**src/rtl/adcsr_pkg.sv**
```systemverilog
// holds the shared constants and types of the serial readout block
// assumes a 50 MHz system clock and a 32-bit apb register bus
package adcsr_pkg;

	// ***********************************************
	// register map
	// ***********************************************
	localparam logic [7:0]  REG_SAMPLE      = 8'h00;
	localparam logic [7:0]  REG_CONV_TIME   = 8'h04;
	localparam logic [7:0]  REG_STATUS      = 8'h08;
	localparam logic [15:0] SAMPLE_RST      = 16'h0000;

	// ***********************************************
	// status fields
	// ***********************************************
	localparam int ST_STATE_LSB  = 0;
	localparam int ST_SELECT_BIT = 3;
	localparam int ST_BUSY_BIT   = 4;
	localparam int ST_PWRDN_BIT  = 5;
	localparam int ST_OE_BIT     = 6;
	localparam int ST_CNT_LSB    = 8;

	// ***********************************************
	// timing
	// ***********************************************
	localparam int          CLK_PERIOD_NS  = 20;
	localparam int          T_CONV_MIN_NS  = 500;
	localparam int          T_CONV_MAX_NS  = 700;
	localparam logic [15:0] CONV_MIN_CYC   = 16'((T_CONV_MIN_NS + CLK_PERIOD_NS - 1) / CLK_PERIOD_NS);
	localparam logic [15:0] CONV_TIME_RST  = 16'((T_CONV_MAX_NS + CLK_PERIOD_NS - 1) / CLK_PERIOD_NS);

	// ***********************************************
	// word framing
	// ***********************************************
	localparam logic [4:0]  LEN_PLAIN      = 5'h10;
	localparam logic [4:0]  LEN_BUSY       = 5'h11;

	// ***********************************************
	// pin indices
	// ***********************************************
	localparam int PIN_CONV_START = 0;
	localparam int PIN_SSI        = 1;
	localparam int PIN_SCLK       = 2;
	localparam int PIN_NUM        = 3;
	// idle pin levels: select rests high, so reset must not leave a false edge behind
	localparam logic [PIN_NUM-1:0] PIN_IDLE = 3'h2;

	typedef enum logic [2:0] {
		ST_IDLE = 3'b001,
		ST_CONV = 3'b010,
		ST_READ = 3'b100
	} adcsr_state_t;

endpackage

```
**src/rtl/adcsr_pins_if.sv**
```systemverilog
// carries the synchronised pin levels and their edge pulses
// assumes all members change on the system clock only
interface adcsr_pins_if;
	logic [adcsr_pkg::PIN_NUM-1:0] lvl;
	logic [adcsr_pkg::PIN_NUM-1:0] rise;
	logic [adcsr_pkg::PIN_NUM-1:0] fall;

	modport src (output lvl, output rise, output fall);
	modport snk (input lvl, input rise, input fall);
endinterface

```
**src/rtl/adcsr_core.sv**
```systemverilog
// holds the serial readout, conversion timing and apb registers of the converter
// assumes the host pins are asynchronous; the sample word is written by software
// Summary of operation
// - select input high at convert rise starts conversion, select mode, output floats
// - select input and convert_start both low forces the data output driven low
// - conversion end enters acquisition and powers down until the next request
// - select falling after conversion shows msb; each clock fall shows next bit
// - each bit holds across the serial clock rise and moves on the clock fall
// - without busy, output floats after 16th clock fall or select rise
// - with busy in select mode output goes driven low at conversion end
// - with busy, bits follow on clock falls; float at 17th fall or select rise
// - clock low and select low at convert rise start chain mode, busy off
// - chain without busy shows msb at conversion end, rest on clock falls
// - in chain mode select input feeds the shift register on each clock fall
// - clock high and select low at convert rise start chain mode, busy on
// - chain with busy drives the output high when conversion is done
// - select level at each convert rise outside conversion picks select or chain mode
//
// Added by the designer: the register addresses and register access over APB.
module adcsr_core (
	input  wire logic        sys_clk_i,
	input  wire logic        sys_rst_i,
	input  wire logic        psel_i,
	input  wire logic        penable_i,
	input  wire logic        pwrite_i,
	input  wire logic [7:0]  paddr_i,
	input  wire logic [31:0] pwdata_i,
	output logic      [31:0] prdata_o,
	output logic             pready_o,
	output logic             pslverr_o,
	input  wire logic        convert_start_i,
	input  wire logic        serial_select_in_i,
	input  wire logic        serial_clock_i,
	output logic             serial_data_out_o,
	output logic             serial_data_out_oe_o
);

	// ***********************************************
	// pin synchronisers
	// ***********************************************
	adcsr_pins_if pins ();

	adcsr_pin_sync u_sync (
		.sys_clk_i (sys_clk_i),
		.sys_rst_i (sys_rst_i),
		.pins_i    ({serial_clock_i, serial_select_in_i, convert_start_i}),
		.pins      (pins.src)
	);

	logic start_lvl;
	logic start_rise;
	logic ssi_lvl;
	logic ssi_rise;
	logic ssi_fall;
	logic sclk_lvl;
	logic sclk_fall;

	assign start_lvl  = pins.lvl[adcsr_pkg::PIN_CONV_START];
	assign start_rise = pins.rise[adcsr_pkg::PIN_CONV_START];
	assign ssi_lvl   = pins.lvl[adcsr_pkg::PIN_SSI];
	assign ssi_rise  = pins.rise[adcsr_pkg::PIN_SSI];
	assign ssi_fall  = pins.fall[adcsr_pkg::PIN_SSI];
	assign sclk_lvl  = pins.lvl[adcsr_pkg::PIN_SCLK];
	assign sclk_fall = pins.fall[adcsr_pkg::PIN_SCLK];

	// ***********************************************
	// state
	// ***********************************************
	adcsr_pkg::adcsr_state_t state;
	logic [15:0]             sample;
	logic [15:0]             conv_time;
	logic [15:0]             conv_cnt;
	logic [15:0]             data_word;
	logic [16:0]             shreg;
	logic [4:0]              bit_cnt;
	logic                    select_mode;
	logic                    busy_en;
	logic                    released;
	logic                    pwr_down;
	logic                    conv_done;
	logic                    out_bit;
	logic [4:0]              frame_len;
	logic [15:0]             eff_time;
	logic                    next_oe;
	logic                    next_dout;
	logic                    wr_en;
	logic                    acc;

	assign conv_done = (state == adcsr_pkg::ST_CONV) && (conv_cnt == 16'h0000);
	assign out_bit   = busy_en ? shreg[16] : shreg[15];
	assign frame_len = busy_en ? adcsr_pkg::LEN_BUSY : adcsr_pkg::LEN_PLAIN;
	// a too short setting would let the host read before the word exists
	assign eff_time  = (conv_time < adcsr_pkg::CONV_MIN_CYC) ? adcsr_pkg::CONV_MIN_CYC : conv_time;

	// ***********************************************
	// apb slave
	// ***********************************************
	// one wait state keeps every bus output on a flip-flop
	assign acc   = psel_i && penable_i;
	assign wr_en = acc && pready_o && pwrite_i;

	always_ff @(posedge sys_clk_i) begin
		if (sys_rst_i) begin
			pready_o  <= 1'b0;
			pslverr_o <= 1'b0;
			prdata_o  <= 32'h00000000;
		end else begin
			pready_o  <= acc && !pready_o;
			pslverr_o <= 1'b0;
			prdata_o  <= 32'h00000000;
			if (acc && !pready_o) begin
				unique case (paddr_i)
					adcsr_pkg::REG_SAMPLE: begin
						prdata_o <= {16'h0000, sample};
					end
					adcsr_pkg::REG_CONV_TIME: begin
						prdata_o <= {16'h0000, conv_time};
					end
					adcsr_pkg::REG_STATUS: begin
						prdata_o[adcsr_pkg::ST_STATE_LSB +: 3] <= state;
						prdata_o[adcsr_pkg::ST_SELECT_BIT]     <= select_mode;
						prdata_o[adcsr_pkg::ST_BUSY_BIT]       <= busy_en;
						prdata_o[adcsr_pkg::ST_PWRDN_BIT]      <= pwr_down;
						prdata_o[adcsr_pkg::ST_OE_BIT]         <= serial_data_out_oe_o;
						prdata_o[adcsr_pkg::ST_CNT_LSB +: 5]   <= bit_cnt;
					end
					default: begin
						pslverr_o <= 1'b1;
					end
				endcase
			end
		end
	end

	always_ff @(posedge sys_clk_i) begin
		if (sys_rst_i) begin
			sample    <= adcsr_pkg::SAMPLE_RST;
			conv_time <= adcsr_pkg::CONV_TIME_RST;
		end else if (wr_en) begin
			if (paddr_i == adcsr_pkg::REG_SAMPLE) begin
				sample <= pwdata_i[15:0];
			end
			if (paddr_i == adcsr_pkg::REG_CONV_TIME) begin
				conv_time <= pwdata_i[15:0];
			end
		end
	end

	// ***********************************************
	// conversion sequencing
	// ***********************************************
	// a convert rise during conversion is ignored: the conversion runs to its end
	always_ff @(posedge sys_clk_i) begin
		if (sys_rst_i) begin
			state     <= adcsr_pkg::ST_IDLE;
			conv_cnt  <= 16'h0000;
			data_word <= 16'h0000;
			pwr_down  <= 1'b1;
		end else begin
			unique case (state)
				adcsr_pkg::ST_IDLE, adcsr_pkg::ST_READ: begin
					if (start_rise) begin
						state     <= adcsr_pkg::ST_CONV;
						conv_cnt  <= eff_time - 16'h0001;
						data_word <= sample;
						pwr_down  <= 1'b0;
					end
				end
				adcsr_pkg::ST_CONV: begin
					if (conv_done) begin
						state    <= adcsr_pkg::ST_READ;
						pwr_down <= 1'b1;
					end else begin
						conv_cnt <= conv_cnt - 16'h0001;
					end
				end
			endcase
		end
	end

	// ***********************************************
	// mode selection
	// ***********************************************
	always_ff @(posedge sys_clk_i) begin
		if (sys_rst_i) begin
			select_mode <= 1'b1;
			busy_en     <= 1'b0;
		end else if (state != adcsr_pkg::ST_CONV && start_rise) begin
			select_mode <= ssi_lvl;
			busy_en     <= !ssi_lvl && sclk_lvl;
		end else if (conv_done && select_mode) begin
			// busy comes when the host holds select low over the end
			busy_en <= !ssi_lvl;
		end
	end

	// ***********************************************
	// output shift register
	// ***********************************************
	always_ff @(posedge sys_clk_i) begin
		if (sys_rst_i) begin
			shreg    <= 17'h00000;
			bit_cnt  <= 5'h00;
			released <= 1'b1;
		end else if (state != adcsr_pkg::ST_CONV && start_rise) begin
			released <= 1'b0;
			bit_cnt  <= 5'h00;
		end else if (conv_done) begin
			bit_cnt <= 5'h00;
			if (select_mode) begin
				// the top bit is the busy zero; without busy the output taps one below it
				shreg <= {1'b0, data_word};
			end else if (busy_en) begin
				shreg <= {1'b1, data_word};
			end else begin
				shreg <= {1'b0, data_word};
			end
		end else if (state == adcsr_pkg::ST_READ) begin
			if (select_mode) begin
				if (ssi_rise) begin
					released <= 1'b1;
				end else if (sclk_fall && !ssi_lvl && !released) begin
					shreg   <= {shreg[15:0], 1'b0};
					bit_cnt <= bit_cnt + 5'h01;
					if (bit_cnt + 5'h01 == frame_len) begin
						released <= 1'b1;
					end
				end
			end else if (sclk_fall) begin
				// upstream data enters at the bottom and walks to the output
				shreg <= {shreg[15:0], ssi_lvl};
				if (bit_cnt != 5'h1F) begin
					bit_cnt <= bit_cnt + 5'h01;
				end
			end
		end
	end

	// ***********************************************
	// data output drive
	// ***********************************************
	// the bit only moves on a clock fall, so it holds over the rising edge
	always_comb begin
		next_oe   = 1'b0;
		next_dout = 1'b0;
		if (!ssi_lvl && !start_lvl) begin
			next_oe = 1'b1;
		end else if (!select_mode) begin
			next_oe   = 1'b1;
			next_dout = (state == adcsr_pkg::ST_READ) && out_bit;
		end else if (state == adcsr_pkg::ST_READ && !released && !ssi_lvl) begin
			next_oe   = 1'b1;
			next_dout = out_bit;
		end
	end

	always_ff @(posedge sys_clk_i) begin
		if (sys_rst_i) begin
			serial_data_out_o    <= 1'b0;
			serial_data_out_oe_o <= 1'b0;
		end else begin
			serial_data_out_o    <= next_dout;
			serial_data_out_oe_o <= next_oe;
		end
	end

	// ***********************************************
	// checks
	// ***********************************************
	logic pin_evt;
	assign pin_evt = pins.rise[adcsr_pkg::PIN_CONV_START] || pins.fall[adcsr_pkg::PIN_CONV_START] || ssi_rise
		|| ssi_fall || sclk_fall || conv_done || start_rise;
endmodule

```
**src/rtl/adcsr_pin_sync.sv**
```systemverilog
// holds the two-flop synchronisers and edge finders for the host pins
// assumes the pins are asynchronous to sys_clk_i
module adcsr_pin_sync (
	input  wire logic                          sys_clk_i,
	input  wire logic                          sys_rst_i,
	input  wire logic [adcsr_pkg::PIN_NUM-1:0] pins_i,
	adcsr_pins_if.src                          pins
);

	logic [adcsr_pkg::PIN_NUM-1:0] meta;
	logic [adcsr_pkg::PIN_NUM-1:0] sync;
	logic [adcsr_pkg::PIN_NUM-1:0] prev;

	// ***********************************************
	// per pin synchroniser
	// ***********************************************
	// the first stage feeds the second stage only
	for (genvar i = 0; i < adcsr_pkg::PIN_NUM; i++) begin : g_pin
		always_ff @(posedge sys_clk_i) begin
			if (sys_rst_i) begin
				meta[i] <= adcsr_pkg::PIN_IDLE[i];
				sync[i] <= adcsr_pkg::PIN_IDLE[i];
				prev[i] <= adcsr_pkg::PIN_IDLE[i];
			end else begin
				meta[i] <= pins_i[i];
				sync[i] <= meta[i];
				prev[i] <= sync[i];
			end
		end
		assign pins.lvl[i]  = sync[i];
		assign pins.rise[i] = sync[i] & ~prev[i];
		assign pins.fall[i] = ~sync[i] & prev[i];
	end

endmodule

```
**config.mk**
```make
export PLATFORM = sky130hd
export DESIGN_NAME = adcsr_core
export DESIGN_NICKNAME = d
export VERILOG_FILES = /design/src/rtl/adcsr_pkg.sv /design/src/rtl/adcsr_pins_if.sv /design/src/rtl/adcsr_core.sv /design/src/rtl/adcsr_pin_sync.sv
export SDC_FILE = /design/constraint.sdc
export NUM_CORES = 1
export LEC_CHECK = 0
export BUFFER_PORTS_ARGS = -buffer_cell sky130_fd_sc_hd__buf_2
export CAP_MARGIN = 30
export CORE_ASPECT_RATIO = 0.9
export CORE_MARGIN = 1.5
export CORE_UTILIZATION = 60
export DETAILED_ROUTE_END_ITERATION = 6
export PLACE_DENSITY = 0.83
export SYNTH_ARGS = -nofsm -noshare
export SYNTH_HDL_FRONTEND = slang
export SYNTH_HIERARCHICAL = 1
export SYNTH_SLANG_ARGS = --single-unit
```
**constraint.sdc**
```tcl
create_clock -name sys_clk_i -period 9.25 [get_ports sys_clk_i]
set_input_delay 0 -clock sys_clk_i [delete_from_list [all_inputs] [get_ports sys_clk_i]]
set_output_delay 0 -clock sys_clk_i [all_outputs]
set_load 0.01 [all_outputs]
```
==> results of run 1 <==
flip-flops by register name, summed over array words and instances (netlist names), 3 cells and up:
name,cells
bit_cnt,5
conv_cnt,16
conv_time,16
data_word,16
prdata_o,16
sample,16
shreg,17
state,3
u_sync/meta,3
u_sync/pins.lvl,3
u_sync/prev,3
worst register-to-register path: stages (launching register included):
cell and delay [ns]:
dfxtp_1 0.40, or4_1 0.65, nor4_1 0.76, nand2_1 0.10, and3_1 0.20, a21oi_1 0.13, ha_1 0.23, nor4b_1 0.38
a22o_2 0.25, nand3_1 0.09, a2111oi_0 0.43, a311o_1 0.18
per-stage QoR:
step | instances | power (W) | setup WS, ns
after floorplan | 673 | 0.0006405 | 6.030
after global placement | 796 | 0.0006641 | 5.611
after detailed placement | 798 | 0.0006683 | 5.576
after CTS | 855 | 0.001272 | 5.534
after global routing | 855 | 0.001313 | 5.197
final | 855 | 0.001271 | 5.381
cells in the final DEF (no fill, tap or decap), types with 13 or more instances in the layout:
cell type / n
a211oi_1: 20
a21oi_1: 47
a22oi_1: 14
buf_2: 51
clkbuf_16: 16
conb_1: 16
dfxtp_1: 122
dlygate4sd3_1: 26
mux2_2: 14
mux2i_1: 48
nand2_1: 99
nand3_1: 13
nor2_1: 81
nor3_1: 13
final timing paths:
kind | startpoint | to | slack (ns) | cells after the start
setup / recovery | conv_time[7]$_SDFFE_PP0P_ | conv_cnt[6]$_SDFFE_PP0P_ | 5.38 | 11
setup reg to reg | conv_time[7]$_SDFFE_PP0P_ | conv_cnt[6]$_SDFFE_PP0P_ | 5.38 | 11
hold / removal | penable_i | conv_time[7]$_SDFFE_PP0P_ | 0.13 | 5
hold reg to reg | u_sync/meta[1]$_SDFF_PP1_ | u_sync/pins.lvl[1]$_SDFF_PP1_ | 0.42 | 1
area by class of cell:
type                       instances  area share
sequential                       122      0.3638
inverter                           5    0.002796
clock inverter                    14     0.01920
clock buffer                      17     0.06170
tap                              122     0.02274
multi-input combinational        490      0.4399
timing repair buffer              85     0.08984
power groups by stage:
stage	sequential, W	clock, W	combinational [W]
after floorplan	0.000558	0	0.0000829
after global placement	0.000563	0	0.000101
after detailed placement	0.000564	0	0.000104
after CTS	0.000553	0.000606	0.000113
after global routing	0.000555	0.000630	0.000128
final	0.000554	0.000600	0.000117
per-layer routing:
layer	wire [um]	vias to the layer above	global-route usage
li1	-	2415	-
met1	6458	2420	0.4086
met2	7063	344	0.4875
met3	1493	67	0.08006
met4	622	0	0.1861
met5	0	-	0
==> results.tsv, run 1 <==
stage	metric	value	unit
finish	multi_input_area	2953	sq um
pwr	p_int	0.0009399	W
sta	finalHoldViolations	0	
worst_setup_path	crit_buf_inv	0	
sta	hold_ws	0.1268	ns
sta	slew_violations	0	
sta	rsz0062_at_grt	false	
cts	clock-sinks	122	
pwr	power_density	189.4	nW/um^2
global_routing	grt_start_max_net_pins	73	
cts	ctsLongestPathBuffers	2	
logic_synthesis	syn_inst	658	
worst_setup_path	worstPathMaxFanout	7	
pwr	p_seq_frac	0.436	
finish	nFillCells	646	
worst_setup_path	cp.arrival	4.34	ns
pwr	switchingPower	0.0003314	W
worst_hold_path	hold_path_class	in -> reg	
outcome	run_status	complete, no violations	
worst_setup_path	cp-start-kind	flop	
cts	cts_tree	done	
detailed_routing	vias_per_cell	6.136	
cts	cts_resized	0	
floorplanning	ios	84	
floorplanning	start_util	0.6182	
finish	fin_area	6713	sq um
placement	place_congestion	0.9671	
finish	drive_gt1_frac	0.1692	
pwr	p_leak	2.564	nW
pwr	ir_worst_vdd	0.1395	mV
cts	htreeDepth	4	
sta	period_share	0.4183	
cts	clock_latency	0.52	ns
detailed_routing	routed_wl	15640	um
global_routing	grt_usage	0.3179	
worst_setup_path	cp.required	9.72	ns
global_routing	gr-total-overflow	0	
finish	n_antenna_cell	0	
sta	slew_headroom	0.4177	
global_routing	grt_pass1_wl	24390	um
floorplanning	num_rows	33	
cts	clk_pin_slew	0.06	ns
cts	cts_buffers	17	
sta	fin_skew	0.006732	ns
pwr	comb_power_share	0.092	
pwr	p_clk_frac	0.472	
detailed_routing	via_count	5246	
finish	final_util	0.7390	
sta	setup_viol	0	
logic_synthesis	netlist_area	5615	sq um
sta	fin_tns_setup	0	ns
cts	hold_buffers	26	
finish	final_nets	772	
sta	post-route-min-period	3.869	ns
global_routing	grt_antenna_before_repair	0	
floorplanning	die_area	9949	sq um
sta	tightest_slew	0.8730	ns
placement	dp_hpwl	9711	um
worst_setup_path	crit_chain	or4_1 > nor4_1 > nand2_1 > and3_1 > a21oi_1 > ha_1 > nor4b_1 > a22o_2 > nand3_1 > a2111oi_0 > a311o_1	
placement	port_buffers	51	
worst_setup_path	end_kind	flop	
finish	areaGrowthSynthToFinish	19.54	%
worst_setup_path	cp_slowest_cell	nor4_1	
floorplanning	die_h	94.78	um
global_routing	grt_pass1_vias	4807	
placement	dpl_cell_area	5909	sq um
detailed_routing	firstDrtPassIters	6	
flow_run	maxCapViolCount	0	
worst_setup_path	max_stage_delay	0.76	ns
sta	clock.fmax	0.2585	GHz
pwr	p_sw_frac	0.2607	
cts	post_cts.repair.setup_buffers	0	
worst_setup_path	cp_top_family	simple AND/OR/NAND/NOR gates	
detailed_routing	drc	0	
finish	layout.area.seq	2442	sq um
detailed_routing	first_iter_violations	539	
logic_synthesis	syn_avg_cell_area	8.534	sq um
detailed_routing	drtAntennaViolNets	0	
logic_synthesis	yosys_warnings	6	
cts	root_buffer	clkbuf_8	
detailed_routing	wire_per_inst	18.29	um
worst_setup_path	criticalPathCategory	reg -> reg	
floorplanning	die_w	105.0	um
floorplanning	fp.coreArea	9084	sq um
Power figures use the tool's default switching activity.
==> run 2: changes to the inputs <==
- ABC_AREA: not set -> 1
- CORE_UTILIZATION: 60 -> 51
- PLACE_DENSITY: 0.83 -> 0.75
- clock period: 9.25 -> 3.2 ns (I/O delays scaled with it)
==> run 2 against run 1 <==
Effect of this change: non-clock buffer count down 2; sequential cell count unchanged; cell area up 1.1%; critical path depth unchanged; global-route usage down 5.3 points; critical path type unchanged.
==> results.tsv, run 2 <==
stage	metric	value	unit	change
detailed_routing	drtAntennaViolNets	0		unchanged
global_routing	gr-total-overflow	0		unchanged
worst_setup_path	worstPathMaxFanout	30		+23
sta	rsz0062_at_grt	false		
floorplanning	num_rows	36		+9.1%
sta	fin_skew	0.01033	ns	+0.003594 ns
pwr	power_density	608.9	nW/um^2	+220%
detailed_routing	firstDrtPassIters	6		unchanged
worst_setup_path	end_kind	flop		
placement	port_buffers	51		unchanged
detailed_routing	routed_wl	14600	um	-6.7%
pwr	ir_worst_vdd	0.3600	mV	+160%
detailed_routing	vias_per_cell	5.298		-14%
sta	fin_tns_setup	0	ns	unchanged
placement	place_congestion	0.8923		-7.7%
floorplanning	start_util	0.5208		-0.09738
detailed_routing	first_iter_violations	475		-12%
pwr	p_leak	2.945	nW	+15%
floorplanning	fp.coreArea	10770	sq um	+19%
placement	dp_hpwl	9585	um	-1.3%
floorplanning	die_area	11630	sq um	+17%
finish	final_nets	922		+19%
floorplanning	die_h	102.5	um	+8.1%
global_routing	grt_pass1_wl	23810	um	-2.4%
finish	n_antenna_cell	0		unchanged
sta	post-route-min-period	2.244	ns	-1.625 ns
worst_setup_path	cp-start-kind	flop		
detailed_routing	wire_per_inst	14.35	um	-22%
worst_setup_path	cp.arrival	2.56	ns	-1.78 ns
floorplanning	ios	84		unchanged
outcome	run_status	complete, no violations		
sta	hold_ws	0.03299	ns	-0.09376 ns
cts	cts_tree	done		
finish	areaGrowthSynthToFinish	21.04	%	
global_routing	grt_pass1_vias	4919		+2.3%
cts	clock-sinks	122		unchanged
finish	mostFrequentLayoutCell	nand2_1		
logic_synthesis	syn_inst	800		+22%
worst_setup_path	criticalPathCategory	reg -> reg		
worst_hold_path	hold_path_class	in -> reg		
sta	period_share	0.7011		+0.2829
cts	cts_buffers	17		unchanged
finish	final_cell_mix	nand2_1 (182), dfxtp_1 (122), nor2_1 (108)		
placement	place_ws	1.003	ns	-4.573 ns
logic_synthesis	syn_avg_cell_area	7.008	sq um	-18%
sta	setup_viol	0		unchanged
cts	clk_pin_slew	0.06	ns	about the same
sta	finalHoldViolations	0		unchanged
detailed_routing	drc	0		unchanged
cts	clock_latency	0.42	ns	-0.10 ns
logic_synthesis	yosys_warnings	6		unchanged
finish	drive_gt1_frac	0.1380		-0.03116
global_routing	grt_antenna_before_repair	0		unchanged
sta	tightest_slew	0.7266	ns	-0.1464 ns
worst_setup_path	cp.required	3.52	ns	-6.20 ns
finish	regMostFlops	shreg		
global_routing	grt_start_max_net_pins	41		-44%
sta	setup_slack	0.9564	ns	-4.425 ns
cts	root_buffer	clkbuf_16		
logic_synthesis	netlist_area	5607	sq um	-0.16%
sta	clock.fmax	0.4457	GHz	+72%
detailed_routing	via_count	5388		+2.7%
finish	largest_reg_flops	17		unchanged
cts	ctsLongestPathBuffers	2		unchanged
sta	slew_headroom	0.5144		+0.09675
flow_run	maxCapViolCount	0		unchanged
cts	htreeDepth	4		unchanged
floorplanning	die_w	113.5	um	+8.1%
sta	slew_violations	0		unchanged
global_routing	grt_usage	0.2649		-0.05300
run 2: where the power goes:
part	internal [W]	switching [W]	total, W
Sequential	0.00157	0.0000249	0.00159
Clock	0.00151	0.000721	0.00224
Combinational	0.000107	0.000200	0.000307
Total	0.00319	0.000946	0.00413
run 2: stage by stage:
stage / total power (W) / util / cell area [sq um] / cells
finish: 0.004132 / 0.6304 / 6787 / 1017
global route: 0.004259 / 0.6304 / 6787 / 1017
CTS: 0.004144 / 0.6304 / 6787 / 1017
detailed placement: 0.001903 / 0.5468 / 5887 / 964
global placement: 0.001900 / 0.5468 / 5887 / 964
floorplan: 0.001840 / - / 5663 / 815
run 2: layer usage:
| layer | wire length [um] | GRT usage | vias to the layer above | share of wire |
|---|---|---|---|---|
| li1 | - | - | 2688 | - |
| met1 | 6433 | 0.3319 | 2463 | 0.44 |
| met2 | 6863 | 0.4546 | 200 | 0.47 |
| met3 | 934 | 0.04982 | 37 | 0.064 |
| met4 | 365 | 0.1067 | 0 | 0.025 |
| met5 | 0 | 0 | - | 0 |
run 2: worst paths after layout:
path                             start                       endpoint  slack, ns  depth (start not counted)
min                         paddr_i[0]           pslverr_o$_SDFF_PP0_       0.03                          5
max reg2reg      state[2]$_SDFFE_PP0P_          shreg[0]$_SDFFE_PP0P_       0.96                         11
max              state[2]$_SDFFE_PP0P_          shreg[0]$_SDFFE_PP0P_       0.96                         11
min reg2reg  u_sync/meta[0]$_SDFF_PP0_  u_sync/pins.lvl[0]$_SDFF_PP0_       0.41                          2
run 2: cell type report:
class,instances,area [sq um]
tap,133,166.4
clock buffer,20,456.7
multi-input combinational,546,2556
clock inverter,12,232.7
inverter,101,384.1
sequential,122,2442
fill,948,3979
timing repair buffer,83,548.0
run 2: timing repair:
| action | 4_1_cts | 5_1_grt |
|---|---|---|
| setup buffers | 0 | 0 |
| endpoints found under the hold margin | 36 | 0 |
| resized for setup | 0 | 0 |
| hold buffers | 21 | 0 |
| setup endpoints to repair | 0 | 0 |
run 2: critical path, stage by stage (launching register included):
cell and delay [ns]:
dfxtp_1 0.43, inv_2 0.06, nand3_2 0.09, buf_4 0.29, inv_2 0.11, nand3_2 0.09, buf_4 0.33, clkinv_1 0.31
nand2_1 0.16, o211ai_1 0.12, nand2_1 0.09, inv_1 0.04
